==> src/swd_pkg.sv <==
// swd_pkg: constants and types shared by the system watchdog files.
// assumes a single system clock; the default interval is derived from DFLT_REF_CLK_HZ, not CLK_HZ.
package swd_pkg;

   ////////////////////////////////////////////////////////////////////////
   // widths
   localparam int unsigned CNT_W   = 16;
   localparam int unsigned PRESC_W = 14;

   ////////////////////////////////////////////////////////////////////////
   // prescaler factors, selected by one control bit
   localparam logic [PRESC_W-1:0] DIV_LOW_LAST  = 14'h00FF;  // 256 - 1
   localparam logic [PRESC_W-1:0] DIV_HIGH_LAST = 14'h3FFF;  // 16384 - 1
   localparam logic               DIV_SEL_LOW   = 1'h0;
   localparam logic               DIV_SEL_HIGH  = 1'h1;

   ////////////////////////////////////////////////////////////////////////
   // system clock of this block
   localparam int unsigned CLK_HZ = 50_000_000;

   ////////////////////////////////////////////////////////////////////////
   // default interval: 6.5 ms at a 10 MHz reference clock
   localparam int unsigned DFLT_INTERVAL_TENTH_MS = 65;
   localparam int unsigned DFLT_REF_CLK_HZ        = 10_000_000;
   localparam int unsigned DFLT_INTERVAL_CYC =
      DFLT_INTERVAL_TENTH_MS * (DFLT_REF_CLK_HZ / 10_000);
   localparam int unsigned DFLT_DIV = 256;
   // nearest whole number of ticks
   localparam int unsigned DFLT_TICKS =
      (DFLT_INTERVAL_CYC + DFLT_DIV / 2) / DFLT_DIV;
   localparam logic [CNT_W-1:0] RELOAD_RST =
      CNT_W'(32'd65536 - DFLT_TICKS);
   localparam logic DIV_SEL_RST = DIV_SEL_LOW;

   ////////////////////////////////////////////////////////////////////////
   // watchdog states
   typedef enum logic [2:0] {
      SWD_WATCH   = 3'b001,
      SWD_PREWARN = 3'b010,
      SWD_RESET   = 3'b100
   } swd_state_t;

endpackage

==> src/swd_tick_if.sv <==
// swd_tick_if: control and tick wires between watchdog core and prescaler.
// assumes both ends sit in the same clock domain.
`timescale 1ns/1ps
interface swd_tick_if;
   logic clear;     // restart prescaler from zero
   logic enable;    // prescaler may count
   logic div_sel;   // active divider choice
   logic tick;      // one-cycle enable pulse

   modport ctrl  (output clear, output enable, output div_sel, input tick);
   modport presc (input clear, input enable, input div_sel, output tick);
endinterface

==> src/swd_prescaler.sv <==
// swd_prescaler: divides the system clock by 256 or 16384.
// assumes clear and enable come from the watchdog core in the same domain.
`timescale 1ns/1ps
module swd_prescaler
   import swd_pkg::*;
#(
   parameter int unsigned W = PRESC_W
)
(
   input  wire logic clock_in,   // system clock
   input  wire logic rst_n_in,   // async reset, active low
   swd_tick_if.presc tick_if     // control in, tick out
);

   logic [W-1:0] div_reg;
   logic [W-1:0] div_next;
   logic         tick_reg;
   logic         tick_next;
   logic [W-1:0] last;

   ////////////////////////////////////////////////////////////////////////
   always_comb
   begin
      last      = (tick_if.div_sel == DIV_SEL_HIGH) ? W'(DIV_HIGH_LAST)
                                                    : W'(DIV_LOW_LAST);
      div_next  = div_reg;
      tick_next = 1'b0;
      if (tick_if.clear)
      begin
         div_next = '0;  // RL7
      end
      else if (tick_if.enable)
      begin
         if (div_reg >= last)
         begin
            div_next  = '0;
            tick_next = 1'b1;  // RL5
         end
         else
         begin
            div_next = div_reg + W'(1);
         end
      end
   end

   always_ff @(posedge clock_in or negedge rst_n_in)
   begin
      if (!rst_n_in)
      begin
         div_reg  <= '0;
         tick_reg <= 1'b0;
      end
      else
      begin
         div_reg  <= div_next;
         tick_reg <= tick_next;
      end
   end

   // registered tick: one cycle late, harmless at these divide ratios
   assign tick_if.tick = tick_reg;

endmodule

==> src/swd_watchdog.sv <==
// swd_watchdog: fail-safe 16-bit system watchdog with prescaler.
// assumes service and enable/disable strobes are one-cycle pulses
// synchronous to clock_in, issued by the instruction decoder.
`timescale 1ns/1ps

// Overview of operation
// RL1 - after reset the watchdog counts immediately, no software needed
// RL2 - disable strobe stops counting, enable strobe restarts, any time; here counting stays stopped once the reset request is raised
// RL3 - software must service before overflow to avoid prewarning
// RL4 - overflow raises prewarning pulse first, then a reset request
// RL5 - 16-bit counter ticking at system clock over 256 or 16384
// RL6 - counter is loaded from a software-programmable reload value
// RL7 - service reloads the counter and clears the prescaler; here a service is ignored once the prewarning phase has begun
// RL8 - reset defaults give a 6.5 ms interval at 10 MHz
// RL9 - counter counts up from reload; overflow is wrap from all ones
// RL10 - divider choice bit takes effect at the next service or reload
module swd_watchdog
   import swd_pkg::*;
#(
   parameter int unsigned CW = CNT_W
)
(
   input  wire logic          clock_in,         // system clock
   input  wire logic          rst_n_in,         // async reset, active low
   input  wire logic          service_in,       // service strobe
   input  wire logic          watchdog_disable_instr_in, // stop strobe
   input  wire logic          watchdog_enable_instr_in,  // start strobe
   input  wire logic          reload_wr_in,     // reload value write
   input  wire logic [CW-1:0] reload_data_in,   // new reload value
   input  wire logic          div_sel_wr_in,    // divider choice write
   input  wire logic          div_sel_in,       // 1: 16384, 0: 256
   output logic [CW-1:0]      count_out,        // counter value
   output logic [CW-1:0]      interval_reload_value_out, // reload value
   output logic               div_sel_out,      // stored divider choice
   output logic               running_out,      // watchdog enabled
   output logic               prewarn_irq_out,  // prewarning pulse
   output logic               prewarn_out,      // in prewarning phase
   output logic               reset_req_out     // reset request level
);

   ////////////////////////////////////////////////////////////////////////
   // state
   swd_state_t    state_reg;
   swd_state_t    state_next;
   logic [CW-1:0] count_reg;
   logic [CW-1:0] count_next;
   logic [CW-1:0] interval_reload_value_reg;
   logic [CW-1:0] interval_reload_value_next;
   logic          div_sel_reg;
   logic          div_sel_next;
   logic          div_act_reg;
   logic          div_act_next;
   logic          enabled_reg;
   logic          enabled_next;
   logic          irq_reg;
   logic          irq_next;
   logic          clr_reg;
   logic          clr_next;

   logic          overflow;
   logic          do_service;
   logic          count_tick;

   swd_tick_if tick_if ();

   swd_prescaler #(
      .W (PRESC_W)
   ) u_presc (
      .clock_in (clock_in),
      .rst_n_in (rst_n_in),
      .tick_if  (tick_if.presc)
   );

   assign tick_if.clear   = clr_reg;
   assign tick_if.enable  = enabled_reg && (state_reg != SWD_RESET);
   assign tick_if.div_sel = div_act_reg;

   ////////////////////////////////////////////////////////////////////////
   // software settings: reload value, divider choice, enable
   always_comb
   begin
      interval_reload_value_next = interval_reload_value_reg;
      div_sel_next               = div_sel_reg;
      enabled_next               = enabled_reg;

      if (reload_wr_in)
      begin
         interval_reload_value_next = reload_data_in;  // RL6
      end
      if (div_sel_wr_in)
      begin
         div_sel_next = div_sel_in;  // RL10
      end

      // enable wins a tie: the fail-safe direction
      if (watchdog_enable_instr_in)
      begin
         enabled_next = 1'b1;  // RL2
      end
      else if (watchdog_disable_instr_in)
      begin
         enabled_next = 1'b0;  // RL2
      end
   end

   always_ff @(posedge clock_in or negedge rst_n_in)
   begin
      if (!rst_n_in)
      begin
         interval_reload_value_reg <= RELOAD_RST;  // RL8
         div_sel_reg               <= DIV_SEL_RST;  // RL8
         enabled_reg               <= 1'b1;  // RL1
      end
      else
      begin
         interval_reload_value_reg <= interval_reload_value_next;
         div_sel_reg               <= div_sel_next;
         enabled_reg               <= enabled_next;
      end
   end

   ////////////////////////////////////////////////////////////////////////
   // counter and prescaler control
   always_comb
   begin
      // a tick right after a service is dropped while the clear lands
      count_tick = tick_if.tick && tick_if.enable && !clr_reg;  // RL5
      overflow   = count_tick && (count_reg == {CW{1'b1}});  // RL9
      // once prewarned, a service can no longer avert the reset
      do_service = service_in && (state_reg == SWD_WATCH);

      count_next   = count_reg;
      div_act_next = div_act_reg;
      clr_next     = 1'b0;

      if (do_service)
      begin
         count_next   = interval_reload_value_reg;  // RL7
         div_act_next = div_sel_reg;  // RL10
         clr_next     = 1'b1;  // RL7
      end
      else if (count_tick)
      begin
         if (overflow)
         begin
            // second interval runs before the reset request
            count_next   = interval_reload_value_reg;  // RL6
            div_act_next = div_sel_reg;  // RL10
         end
         else
         begin
            count_next = count_reg + CW'(1);  // RL9
         end
      end
   end

   always_ff @(posedge clock_in or negedge rst_n_in)
   begin
      if (!rst_n_in)
      begin
         count_reg   <= RELOAD_RST;  // RL8
         div_act_reg <= DIV_SEL_RST;
         clr_reg     <= 1'b0;
      end
      else
      begin
         count_reg   <= count_next;
         div_act_reg <= div_act_next;
         clr_reg     <= clr_next;
      end
   end

   ////////////////////////////////////////////////////////////////////////
   // warning and reset request sequence
   always_comb
   begin
      state_next = state_reg;
      irq_next   = 1'b0;

      case (state_reg)
         SWD_WATCH:
         begin
            if (overflow && !do_service)
            begin
               state_next = SWD_PREWARN;
               irq_next   = 1'b1;  // RL4
            end
         end
         SWD_PREWARN:
         begin
            if (overflow)
            begin
               state_next = SWD_RESET;  // RL4
            end
         end
         SWD_RESET:
         begin
            state_next = SWD_RESET;
         end
         default:
         begin
            state_next = SWD_RESET;
         end
      endcase
   end

   always_ff @(posedge clock_in or negedge rst_n_in)
   begin
      if (!rst_n_in)
      begin
         state_reg <= SWD_WATCH;
         irq_reg   <= 1'b0;
      end
      else
      begin
         state_reg <= state_next;
         irq_reg   <= irq_next;
      end
   end

   ////////////////////////////////////////////////////////////////////////
   // outputs, all straight from flip-flops
   assign count_out                 = count_reg;
   assign interval_reload_value_out = interval_reload_value_reg;
   assign div_sel_out               = div_sel_reg;
   assign running_out               = enabled_reg;
   assign prewarn_irq_out           = irq_reg;
   assign prewarn_out               = state_reg[1];
   assign reset_req_out             = state_reg[2];

endmodule

==> config.mk <==
export PLATFORM = sky130hd
export DESIGN_NAME = swd_watchdog
export DESIGN_NICKNAME = d
export VERILOG_FILES = /design/src/swd_pkg.sv /design/src/swd_tick_if.sv /design/src/swd_prescaler.sv /design/src/swd_watchdog.sv
export SDC_FILE = /design/constraint.sdc
export NUM_CORES = 1
export LEC_CHECK = 0
export BUFFER_PORTS_ARGS = -buffer_cell sky130_fd_sc_hd__buf_2
export CAP_MARGIN = 10
export CORE_UTILIZATION = 50
export CTS_CLUSTER_SIZE = 25
export DETAILED_ROUTE_END_ITERATION = 10
export PLACE_DENSITY = 0.74
export SLEW_MARGIN = 20
export SYNTH_ARGS = -nofsm -noshare
export SYNTH_HDL_FRONTEND = slang
export SYNTH_HIERARCHICAL = 1
export SYNTH_SLANG_ARGS = --single-unit
==> constraint.sdc <==
create_clock -name clock_in -period 2.6 [get_ports clock_in]
set_input_delay 0.26 -clock clock_in [delete_from_list [all_inputs] [get_ports clock_in]]
set_output_delay 0.26 -clock clock_in [all_outputs]
set_load 0.02 [all_outputs]
# Yosys cells after proc, flatten, opt, wreduce, memory -nomap -nowiden

Cells that the tools add are included.

Register bits after elaboration: 55
Bits of input ports: 24
Output and inout bits: 37
Logic and storage cells: 54

Multiplexer cells: 21
Equal/unequal tests: 6
$add $sub $neg: 2
Reductions and logical operators: 14
Order comparisons: 1

Operators with widths:

| operator                | number |
|---|---|
| $mux W14                | 4 |
| $mux W16                | 3 |
| $add A16 B1 Y16 const B | 1 |
| $eq A16 B16 Y1 const B  | 1 |
| $add A14 B1 Y14 const B | 1 |
| $ge A14 B14 Y1          | 1 |
| $mux W1                 | 11 |
| $reduce_bool A2 Y1      | 4 |
| $logic_and A1 B1 Y1     | 6 |
| $mux W3                 | 2 |
| $pmux W3 S2             | 1 |
| $reduce_and A2 Y1       | 2 |
| $eq A3 B1 Y1 const B    | 1 |
| $eq A3 B2 Y1 const B    | 1 |
| $ne A3 B3 Y1 const B    | 1 |
| $logic_not A1 Y1        | 2 |
| $ne A2 B1 Y1 const B    | 1 |
| $ne A2 B2 Y1 const B    | 1 |

# Logic depth before layout (Yosys ltp)

Gate-level depths: netlist (run 1).

Depth in word-level cells: 8
Mapped depth: 8
Mapped depth without buffers: 7

# By module

The synthesis (run 1) kept the hierarchy.

By module, submodules not included:

| module        | seq. area each (µm²) | cells an instance | times used | area an instance (µm²) |
|---|---|---|---|---|
| swd_watchdog  | 1026.0               | 172               | 1          | 1943.1 |
| swd_prescaler | 375.4                | 115               | 1          | 992.2 |

# Worst setup path before layout (run 1)

OpenSTA, ideal clock, no wires.

Path kind: flip-flop to flip-flop
From: register div_act_reg
To: register u_presc.div_reg[10]
Cell stages (with the launch flop): 8
Data required time: 2.518 ns
Arrival: 1.861 ns
Setup time: 0.082 ns
Clock period less this slack: 1.944 ns
Path buffers: 0
Setup slack: 0.656 ns
Cell sequence: dfrtp_1 -> inv_1 -> ha_1 -> a211oi_1 -> o21bai_1 -> a21o_1 -> or4_1 -> a31oi_1

Longest elaborated chain between the ends: 5

RTL lines:

| item                     | RTL line            | source |
|---|---|---|
| start: declaration       | swd_watchdog.sv:51  | `logic div_act_reg;` |
| start signal: assignment | swd_watchdog.sv:168 | `div_act_reg <= div_act_next;` |
| $mux W14                 | swd_prescaler.sv:24 | `last = (tick_if.div_sel == DIV_SEL_HIGH) ? W'(DIV_HIGH_LAST)` |
| $ge A14 B14 Y1           | swd_prescaler.sv:34 | `if (div_reg >= last)` |
| $mux W14                 | swd_prescaler.sv:34 |  |
| $mux W14                 | swd_prescaler.sv:32 | `else if (tick_if.enable)` |
| $mux W14                 | swd_prescaler.sv:28 | `if (tick_if.clear)` |
| end signal: assignment   | swd_prescaler.sv:55 | `div_reg <= div_next;` |
| end: declaration         | swd_prescaler.sv:15 | `logic [W-1:0] div_reg;` |

No other way between the ends. The select of a mux whose other input is x is not followed.
A chain may end at the register's enable or synchronous reset.

# Final worst setup path (run 1)

Same ends and word-level chain as after synthesis.

==> results of run 1 <==
-- worst register-to-register path, stage by stage (launching register included) --
cell and delay, ns:
dfrtp_1 0.39, inv_1 0.17, ha_1 0.27, a211oi_1 0.21, o21bai_1 0.13, a21o_1 0.23
or4_1 0.48, a31oi_1 0.18
-- synth_stat cells (all sizes together) (8+ instances only) --
| master | instances |
|---|---|
| a21oi | 18 |
| nand4 | 11 |
| a31oi | 14 |
| buf | 10 |
| ha | 8 |
| dfstp | 20 |
| nand2 | 23 |
| nor2 | 25 |
| nand3 | 20 |
| o21ai | 10 |
| mux2 | 17 |
| dfrtp | 35 |
-- report_power, final --
group | internal [mW] | switching, mW | leakage [nW] | total [mW]
registers | 0.900 | 0.0276 | 0.625 | 0.928
clock network | 0.219 | 0.274 | 0.0484 | 0.493
logic | 0.0623 | 0.0850 | 0.736 | 0.147
total | 1.18 | 0.386 | 1.41 | 1.57
-- worst min-delay path by stage --
stage | start | cells past startpoint | to
floorplan | rst_n_in | 0 | clr_reg
global placement | rst_n_in | 2 | u_presc/div_reg[12]
detailed placement | rst_n_in | 2 | u_presc/div_reg[12]
CTS | rst_n_in | 2 | u_presc/div_reg[1]
global route | rst_n_in | 2 | u_presc/div_reg[1]
finish | rst_n_in | 2 | u_presc/div_reg[12]
-- routing by layer --
layer,track usage (%),vias up,wire length (um)
li1,-,1168,-
met1,27.3,1145,2810
met2,34.0,57,2840
met5,0,-,0
met3,4.65,11,214
met4,9.63,0,131
-- kinds of logic (layout without fill, tap and decap cells) --
| group | count (synthesis) | after routing |
|---|---|---|
| AND/OR/NAND/NOR | 119 | 119 |
| XOR/XNOR | 10 | 10 |
| adder cells (fa/ha/maj) | 8 | 8 |
| AO/OA/AOI/OAI | 58 | 58 |
| buffers and inverters | 19 | 78 |
| multiplexers | 18 | 18 |
| flip-flops | 55 | 55 |
-- cell type report --
type	instances	area, um2
multi-input combinational	213	1420
clock inverter	1	8.76
clock buffer	7	86.3
timing repair buffer	65	338
tap	72	90.1
inverter	5	18.8
sequential	55	1400
fill	489	2210
-- per-stage QoR --
step	power, mW	std cells
floorplan	1.02	287
global placement	1.09	410
detailed placement	1.09	410
CTS	1.59	418
global route	1.63	418
finish	1.57	418
==> key figures, run 1 <==
Outcome
  • Status: completed

Synthesis
  • Synth Area in XOR/XNOR: 2.98%
  • Number of synthesized flops with an enable pin: 0
  • Sequential-to-total area share from yosys stat: 47.7%
  • Top_reg_cell synth: dfrtp_1
  • Post-Synth Simple-Gate Area: 22.1%
  • Synth Area in Compound Gates: 13.1%
  • Largest family of logic cells by synthesized area: simple AND/OR/NAND/NOR gates
  • Post-synthesis cell type count: 50
  • Warnings from Yosys: 6
  • Adder and majority gate portion of the synthesized area: under 10%
  • Post-Synthesis Cell Area: slightly below 0.003 mm2
  • Post-Syn Instances: around 290
  • Synth area leaders: dfrtp_1 (30%), dfstp_2 (18%), mux2_2 (6.5%)
  • Post-synthesis async set-or-reset flop share: 100%
  • Synth area leader: dfrtp_1
  • Post-synthesis register bit count: 55
  • Synth Net Count: 319
  • Syn Area/Cell: 10.2 um2
  • Multiplexer share of the synthesized area: 6.86%
  • Share of the synthesized area in the top cell type: 29.8%

Setup path
  • Worst R2R Path Depth: 7
  • Setup crit start: div_act_reg
  • CP delay by family, top: compound AO/OA/AOI/OAI gates
  • Worst setup path class: flop to flop
  • R2r startpoint: div_act_reg
  • CP max FO: 7
  • CP peak stage delay: 0.48 ns
  • Worst path cell trace: inv_1 -> ha_1 -> a211oi_1 -> o21bai_1 -> a21o_1 -> or4_1 -> a31oi_1
  • RR Endpoint: u_presc/div_reg[10]
  • End point of the critical path: u_presc/div_reg[10]
  • Crit path DAT: 2.37 ns
  • Worst Path Required: 2.83 ns
  • Crit path buf inv count: 1
  • R2R setup slack: 0.45 ns
  • Setup crit start kind: flop
  • Instance count on the critical path: 7
  • Crit. End Element: flop
  • Slowest-stage cell, CP: or4_1

Worst hold path
  • HP Class: input pin to asynchronous set/reset pin

Place
  • Pre-CTS setup slack: 0.448 ns
  • HPWL after DPL: 4.19 mm
  • GP Congestion: 0.862
  • Port buffer count: 60
  • DP Area: around 0.0033 mm2

Floorplan
  • Die area: 0.00618 mm2
  • # IOs: around 60
  • Initial Util: 52.7%
  • Core Region: 0.00557 mm2
  • Die X: 78.6 um
  • Die height: 78.6 um
  • Row count: 27

Clock network
  • Clock Sinks: 55
  • H-tree levels: 2
  • CTS tree: built
  • Clk root buf: clkbuf_8
  • Max clock buf depth: 2
  • Clock transition at the registers of the reported paths: approximately 0.090 ns
  • Resize count post-CTS: 0
  • CTS Buf Count: 5
  • Cts hold-fix bufs: 0
  • Post-CTS setup buffer count: 0
  • Worst skew pair latency: 0.30 ns

Finish
  • Area grow syn2layout: 14.7%
  • Commonest non-fill, non-tap cell in the layout: buf_2
  • Most frequent cells in the layout: buf_2 (60), dfrtp_1 (35), nand2_1 (23), nor2_1 (23)
  • Final #Nets: 377
  • Final Cell Area: between 0.003 and 0.004 mm2
  • Post-route core utilization: 60.4%
  • Layout cells sized above 1: a little over a third
  • Number of diodes: 0

Timing
  • Max Clock Skew: 0.00370 ns
  • Slew HR: a little over half
  • Final Hold Viols: 0
  • Hold WS: 0.0639 ns
  • Worst-Margin Slew: 0.711 ns
  • FMAX: 466 MHz
  • Crit path time final: 2.15 ns
  • Worst setup margin: 0.455 ns
  • RSZ-0062 raised after global routing: no
  • Final Setup Violations: 0
  • Pins over their slew limit: 0
  • Fin crit share: a little over 80%
  • Setup TNS: 0 ns

Global routing
  • First-pass GRT wire length: 10.4 mm
  • Initial antenna violation count: 0
  • Largest net degree at the start of global routing: 56
  • Grt ovf: 0
  • GRT Total Usage: 21.2%
  • Number of global-route vias before repair: 2258

Power
  • Pwr dens: 466 mW/mm2
  • Worst vdd ir: 0.313 mV
  • Leak: 1.41 nW

Run
  • Max Cap Viol: 0

Routing
  • Total wire length: between 5 and 6 mm
  • Remaining DRCs: 0
  • Antenna Nets Post-Route: 0
  • Total number of vias: 2381
  • DR iter-0 viols: 136
  • Routed vias/inst: between 5 and 6
  • Routed wire length per instance: 14.3 um
  • Router iterations before antenna repair: 6
Power figures use the tool's default switching activity.
==> run 2: changes to the inputs <==
CORE_UTILIZATION = 49   (was 50)
PLACE_DENSITY = 0.76   (was 0.74)
clock period = 1.9 ns   (was 2.6 ns; I/O delays follow)
==> key figures, run 2 (synthesis gave the netlist of run 1 again) <==
Outcome
  • Status: complete, but fails checks (was completed)
  • Violated checks: setup timing

Worst hold path
  • Hold_sp: watchdog_enable_instr_in
  • HP Class: input pin to flop (was input pin to asynchronous set/reset pin)

Clock network
  • CTS tree: built (unchanged)
  • Clock transition at the registers of the reported paths: 0.10 ns (was 0.09 ns)
  • CTS Buf Count: 5 (unchanged)
  • Clock Sinks: 55 (unchanged)
  • H-tree levels: 2 (unchanged)
  • Max clock buf depth: 2 (unchanged)
  • Clk root buf: clkbuf_8 (unchanged)
  • Worst skew pair latency: 0.31 ns (was 0.30 ns)

Setup path
  • Setup crit start: div_act_reg (unchanged)
  • R2r startpoint: div_act_reg (unchanged)
  • End point of the critical path: u_presc/div_reg[9] (was u_presc/div_reg[10])
  • Crit. End Element: flop (unchanged)
  • Worst Path Required: 2.14 ns (was 2.83 ns)
  • Crit path DAT: 2.23 ns (was 2.37 ns)
  • R2R setup slack: -0.1 ns (was 0.45 ns)
  • Setup crit start kind: flop (unchanged)
  • CP max FO: 7 (unchanged)
  • RR Endpoint: u_presc/div_reg[9] (was u_presc/div_reg[10])
  • Worst R2R Path Depth: 7 (unchanged)
  • Worst setup path class: flop to flop (unchanged)

Power
  • Pwr dens: 594 mW/mm2 (was 466 mW/mm2)
  • Leak: 1.58 nW (was 1.41 nW)
  • Total power: 2.23 mW (was 1.57 mW)
  • Worst vdd ir: 0.432 mV (was 0.313 mV)

Floorplan
  • Row count: 27 (unchanged)
  • Core Region: 0.00564 mm2 (was 0.00557 mm2)
  • Die X: 79.4 um (was 78.6 um)
  • Initial Util: 52.0% (was 52.7%)
  • # IOs: 61 (unchanged)
  • Die area: 0.00630 mm2 (was 0.00618 mm2)
  • Die height: 79.4 um (was 78.6 um)

Run
  • Max Cap Viol: 0 (unchanged)

Place
  • Port buffer count: 60 (unchanged)
  • HPWL after DPL: 4.75 mm (was 4.19 mm)
  • GP Congestion: 0.878 (was 0.862)
  • DP Area: 0.00349 mm2 (was 0.00327 mm2)

Timing
  • Final Setup Violations: 9 (was 0)
  • FMAX: 501 MHz (was 466 MHz)
  • Worst setup margin: -0.0959 ns (was 0.455 ns)
  • Final Hold Viols: 0 (unchanged)
  • Worst-Margin Slew: 0.356 ns (was 0.711 ns)
  • Pins over their slew limit: 0 (unchanged)
  • Crit path time final: 2.00 ns (was 2.15 ns)
  • Max Clock Skew: 0.00587 ns (was 0.00370 ns)
  • RSZ-0062 raised after global routing: yes (was no)
  • Setup TNS: -0.286 ns (was 0 ns)
  • Slew HR: 76.3% (was 52.6%)
  • Fin crit share: 105% (was 82.5%)

Finish
  • Post-route core utilization: 66.4% (was 60.4%)
  • Layout cells sized above 1: 43.9% (was 34.7%)
  • Final #Nets: 407 (was 377)
  • Most frequent cells in the layout: buf_2 (60), dfrtp_1 (34), buf_4 (29) (was buf_2 (60), dfrtp_1 (35), nand2_1 (23), nor2_1 (23))
  • Final Cell Area: 0.00374 mm2 (was 0.00337 mm2)
  • Area grow syn2layout: 27.6% (was 14.7%)
  • Commonest non-fill, non-tap cell in the layout: buf_2 (unchanged)
  • Number of diodes: 0 (unchanged)

Routing
  • Routed wire length per instance: 15.0 um (was 14.3 um)
  • Total wire length: 6.72 mm (was 5.99 mm)
  • Router iterations before antenna repair: 4 (was 6)
  • Total number of vias: 2539 (was 2381)
  • Routed vias/inst: 5.67 (was 5.70)
  • Antenna Nets Post-Route: 0 (unchanged)
  • DR iter-0 viols: 187 (was 136)
  • Remaining DRCs: 0 (unchanged)

Global routing
  • Grt ovf: 0 (unchanged)
  • Initial antenna violation count: 0 (unchanged)
  • GRT Total Usage: 22.6% (was 21.2%)
  • First-pass GRT wire length: 11.1 mm (was 10.4 mm)
  • Number of global-route vias before repair: 2397 (was 2258)
  • Largest net degree at the start of global routing: 56 (unchanged)
run 2: cell types whose count changed in the layout (fill, tap and decap cells not counted), moves of 2 or more:
| cell | previous run | this run |
|---|---|---|
| buf_4 | 5 | 29 |
| a22oi_2 | 0 | 2 |
| buf_12 | 0 | 2 |
| buf_6 | 0 | 3 |
| ha_1 | 8 | 3 |
| a22oi_1 | 3 | 1 |
| ha_4 | 0 | 4 |
run 2: per-layer routing:
| metal | track usage, % | part of all wire, % | up-vias |
|---|---|---|---|
| met3 | 4.34 | 5.4 | 8 |
| met5 | 0 | 0 | - |
| met1 | 28.9 | 43 | 1202 |
| met2 | 38.2 | 50 | 94 |
| met4 | 7.64 | 1.0 | 0 |
| li1 | - | - | 1235 |
run 2: cell type report:
cell class | count | area (um2)
fillers | 439 | 1900
multi-input cells | 213 | 1520
flip-flops and latches | 55 | 1400
repair buffers | 95 | 602
clock buffers | 6 | 93.8
well taps | 72 | 90.1
inverters | 5 | 21.3
clock inverters | 2 | 13.8
run 2: metrics by stage:
step                      hold WS (ns)  setup slack (ns)  instances
after floorplan                 -0.106           0.00855        287
after global placement           0.211           -0.0406        436
after detailed placement         0.212            -0.172        436
after CTS                       0.0622           -0.0651        448
after global routing            0.0601            -0.167        448
final                           0.0689           -0.0959        448
run 2: power breakdown:
group / internal, mW / switching (mW)
clock network: 0.340 / 0.386
logic: 0.103 / 0.131
registers: 1.23 / 0.0337
run 2: critical path: stages, from the launching register on:
cell and delay, ns:
dfrtp_1 0.42, inv_4 0.13, ha_1 0.26, o21ai_1 0.13, o21bai_1 0.10, a21o_1 0.23
or4_1 0.52, a21oi_2 0.15
run 2: worst min path at each step:
stage                           to  slack, ns  cells past startpoint
2_1_floorplan              clr_reg      -0.11                      0
3_3_place_gp   u_presc/div_reg[12]       0.21                      2
3_5_place_dp   u_presc/div_reg[12]       0.21                      2
4_1_cts                running_out       0.06                      2
5_1_grt                running_out       0.06                      2
6_report               running_out       0.07                      2
run 2: what timing repair did:
action	CTS	global route
buffers inserted	3	0
endpoints found under the hold margin	35	0
setup endpoints to repair	7	20
hold buffers	1	0
pin swaps	8	6
cloned	0	0
resized for setup	13	8
==> run 3: changes to the inputs <==
CORE_MARGIN = 2   (was unset)
==> key figures, run 3 (synthesis gave the netlist of run 1 again) <==
Power
  • Clock network fraction of total power: 33.3% (was 32.6%)
  • Worst vdd ir: 0.504 mV (was 0.432 mV)
  • Switching Power: 564 uW (was 550 uW)
  • Leak: 1.57 nW (was 1.58 nW)
  • Sw Share: 25.1% (was 24.7%)
  • Share of total power in combinational logic: 10.4% (was 10.5%)
  • Int Pwr: 1.68 mW (was 1.67 mW)
  • Pwr dens: 605 mW/mm2 (was 594 mW/mm2)
  • Seq pwr share: 56.4% (was 56.9%)

Setup path
  • Slowest-stage cell, CP: or4_1 (unchanged)
  • Worst setup path class: flop to flop (unchanged)
  • Worst path cell trace: inv_2 -> buf_4 -> ha_2 -> and4_1 -> a21o_1 -> or4_1 -> a31oi_1 (was inv_4 -> ha_1 -> o21ai_1 -> o21bai_1 -> a21o_1 -> or4_1 -> a21oi_2)
  • Crit. End Element: flop (unchanged)
  • Setup crit start kind: flop (unchanged)
  • Crit path DAT: 2.29 ns (was 2.23 ns)
  • CP peak stage delay: 0.48 ns (was 0.52 ns)
  • Worst Path Required: 2.13 ns (was 2.14 ns)
  • CP max FO: 7 (unchanged)

Worst hold path
  • HP Class: input pin to flop (unchanged)

Timing
  • Pins over their slew limit: 0 (unchanged)
  • Final Hold Viols: 0 (unchanged)
  • Slew HR: 62.1% (was 76.3%)
  • Worst-Margin Slew: 0.569 ns (was 0.356 ns)
  • Final Setup Violations: 8 (was 9)
  • RSZ-0062 raised after global routing: yes (unchanged)
  • Setup TNS: -0.715 ns (was -0.286 ns)
  • Max Clock Skew: 0.00857 ns (was 0.00587 ns)
  • Crit path time final: 2.06 ns (was 2.00 ns)
  • Worst setup margin: -0.162 ns (was -0.0959 ns)
  • FMAX: 485 MHz (was 501 MHz)
  • Fin crit share: 109% (was 105%)

Routing
  • Total number of vias: 2532 (was 2539)
  • Routed vias/inst: 5.63 (was 5.67)
  • Remaining DRCs: 0 (unchanged)
  • Antenna Nets Post-Route: 0 (unchanged)
  • Router iterations before antenna repair: 4 (unchanged)
  • DR iter-0 viols: 112 (was 187)
  • Total wire length: 6.66 mm (was 6.72 mm)
  • Routed wire length per instance: 14.8 um (was 15.0 um)

Run
  • Max Cap Viol: 0 (unchanged)

Clock network
  • H-tree levels: 2 (unchanged)
  • Worst skew pair latency: 0.31 ns (about the same)
  • CTS Buf Count: 5 (unchanged)
  • Clock Sinks: 55 (unchanged)
  • Clk root buf: clkbuf_8 (unchanged)
  • Max clock buf depth: 2 (unchanged)
  • CTS tree: built (unchanged)
  • Clock transition at the registers of the reported paths: 0.10 ns (about the same)

Outcome
  • Violated checks: setup timing (unchanged)
  • Status: complete, but fails checks (unchanged)

Finish
  • Final Cell Area: 0.00371 mm2 (was 0.00374 mm2)
  • Most frequent cells in the layout: buf_2 (60), dfrtp_1 (34), buf_4 (30) (was buf_2 (60), dfrtp_1 (34), buf_4 (29))
  • # fillers: 491 (was 439)
  • Layout cells sized above 1: 43.2% (was 43.9%)
  • Commonest non-fill, non-tap cell in the layout: buf_2 (unchanged)
  • Area grow syn2layout: 26.5% (was 27.6%)
  • Post-Layout Cell Count: 450 (was 448)
  • Final #Nets: 406 (was 407)
  • Number of diodes: 0 (unchanged)

Place
  • GP Congestion: 0.895 (was 0.878)
  • HPWL after DPL: 4.81 mm (was 4.75 mm)
  • Pre-CTS setup slack: -0.225 ns (was -0.172 ns)
  • DP Area: 0.00348 mm2 (was 0.00349 mm2)
  • Port buffer count: 60 (unchanged)
  • Placed Cells: 438 (was 436)

Floorplan
  • Die height: 81.4 um (was 79.4 um)
  • Die X: 81.4 um (was 79.4 um)
  • Die area: 0.00663 mm2 (was 0.00630 mm2)
  • # IOs: 61 (unchanged)
  • Row count: 28 (was 27)
  • Core Region: 0.00585 mm2 (was 0.00564 mm2)
  • Initial Util: 50.2% (was 52.0%)

Global routing
  • Largest net degree at the start of global routing: 32 (was 56)
  • First-pass GRT wire length: 10.9 mm (was 11.1 mm)
  • Initial antenna violation count: 0 (unchanged)
  • Grt ovf: 0 (unchanged)
  • GRT Total Usage: 21.2% (was 22.6%)
  • Number of global-route vias before repair: 2465 (was 2397)
[run 3: final cells by class]
cell class / count / area, um2 / area share (%)
clock buffers: 6 / 93.8 / 2.53
clock inverters: 2 / 15.0 / 0.404
inverters: 5 / 18.8 / 0.506
multi-input cells: 213 / 1510 / 40.7
flip-flops and latches: 55 / 1400 / 37.8
well taps: 75 / 93.8 / 2.53
repair buffers: 94 / 578 / 15.6
[run 3: metal layers]
layer,up-vias,track usage (%),routed length [um]
li1,1229,-,-
met1,1217,26.8,2880
met2,71,35.9,3320
met3,15,3.44,320
met4,0,8.64,138
met5,-,0,0
[run 3: power by group through the flow]
| stage | Clock [mW] | Combinational, mW | Sequential (mW) |
|---|---|---|---|
| floorplan | 0 | 0.0648 | 1.33 |
| global placement | 0 | 0.225 | 1.28 |
| detailed placement | 0 | 0.229 | 1.29 |
| CTS | 0.761 | 0.231 | 1.27 |
| global route | 0.805 | 0.259 | 1.27 |
| finish | 0.747 | 0.233 | 1.27 |
[run 3: what timing repair did]
action,CTS,global route
gates resized for setup,5,14
pin swaps,10,6
setup buffers,3,0
endpoints found under the hold margin,8,0
hold buffers,1,0
endpoints found under the setup margin,11,27
[run 3: final timing paths]
path	start	to	slack, ns	depth (start not counted)
min reg2reg	interval_reload_value_out[11]	count_out[11]	0.51	2
max	div_act_reg	u_presc/div_reg[11]	-0.16	7
max in group asynchronous	rst_n_in	interval_reload_value_out[1]	0.87	3
max reg2reg	div_act_reg	u_presc/div_reg[11]	-0.16	7
min in group asynchronous	rst_n_in	count_out[7]	0.41	2
min	watchdog_enable_instr_in	running_out	0.06	2
[run 3: stage by stage]
stage                     util (%)  hold slack [ns]  total power [mW]
after floorplan                  -           -0.106              1.40
after global placement        59.4            0.218              1.51
after detailed placement      59.4            0.221              1.52
after CTS                     62.4           0.0653              2.26
after global routing          63.5           0.0597              2.34
final                         63.5           0.0639              2.24
[run 3: critical path, delay by kind of cell (launching register included)]
kind,cells,cell delay (ns)
AND/OR/NAND/NOR,2,0.69
buffers and inverters,2,0.26
flip-flops,1,0.40
AO/OA/AOI/OAI,2,0.37
adder cells (fa/ha/maj),1,0.26
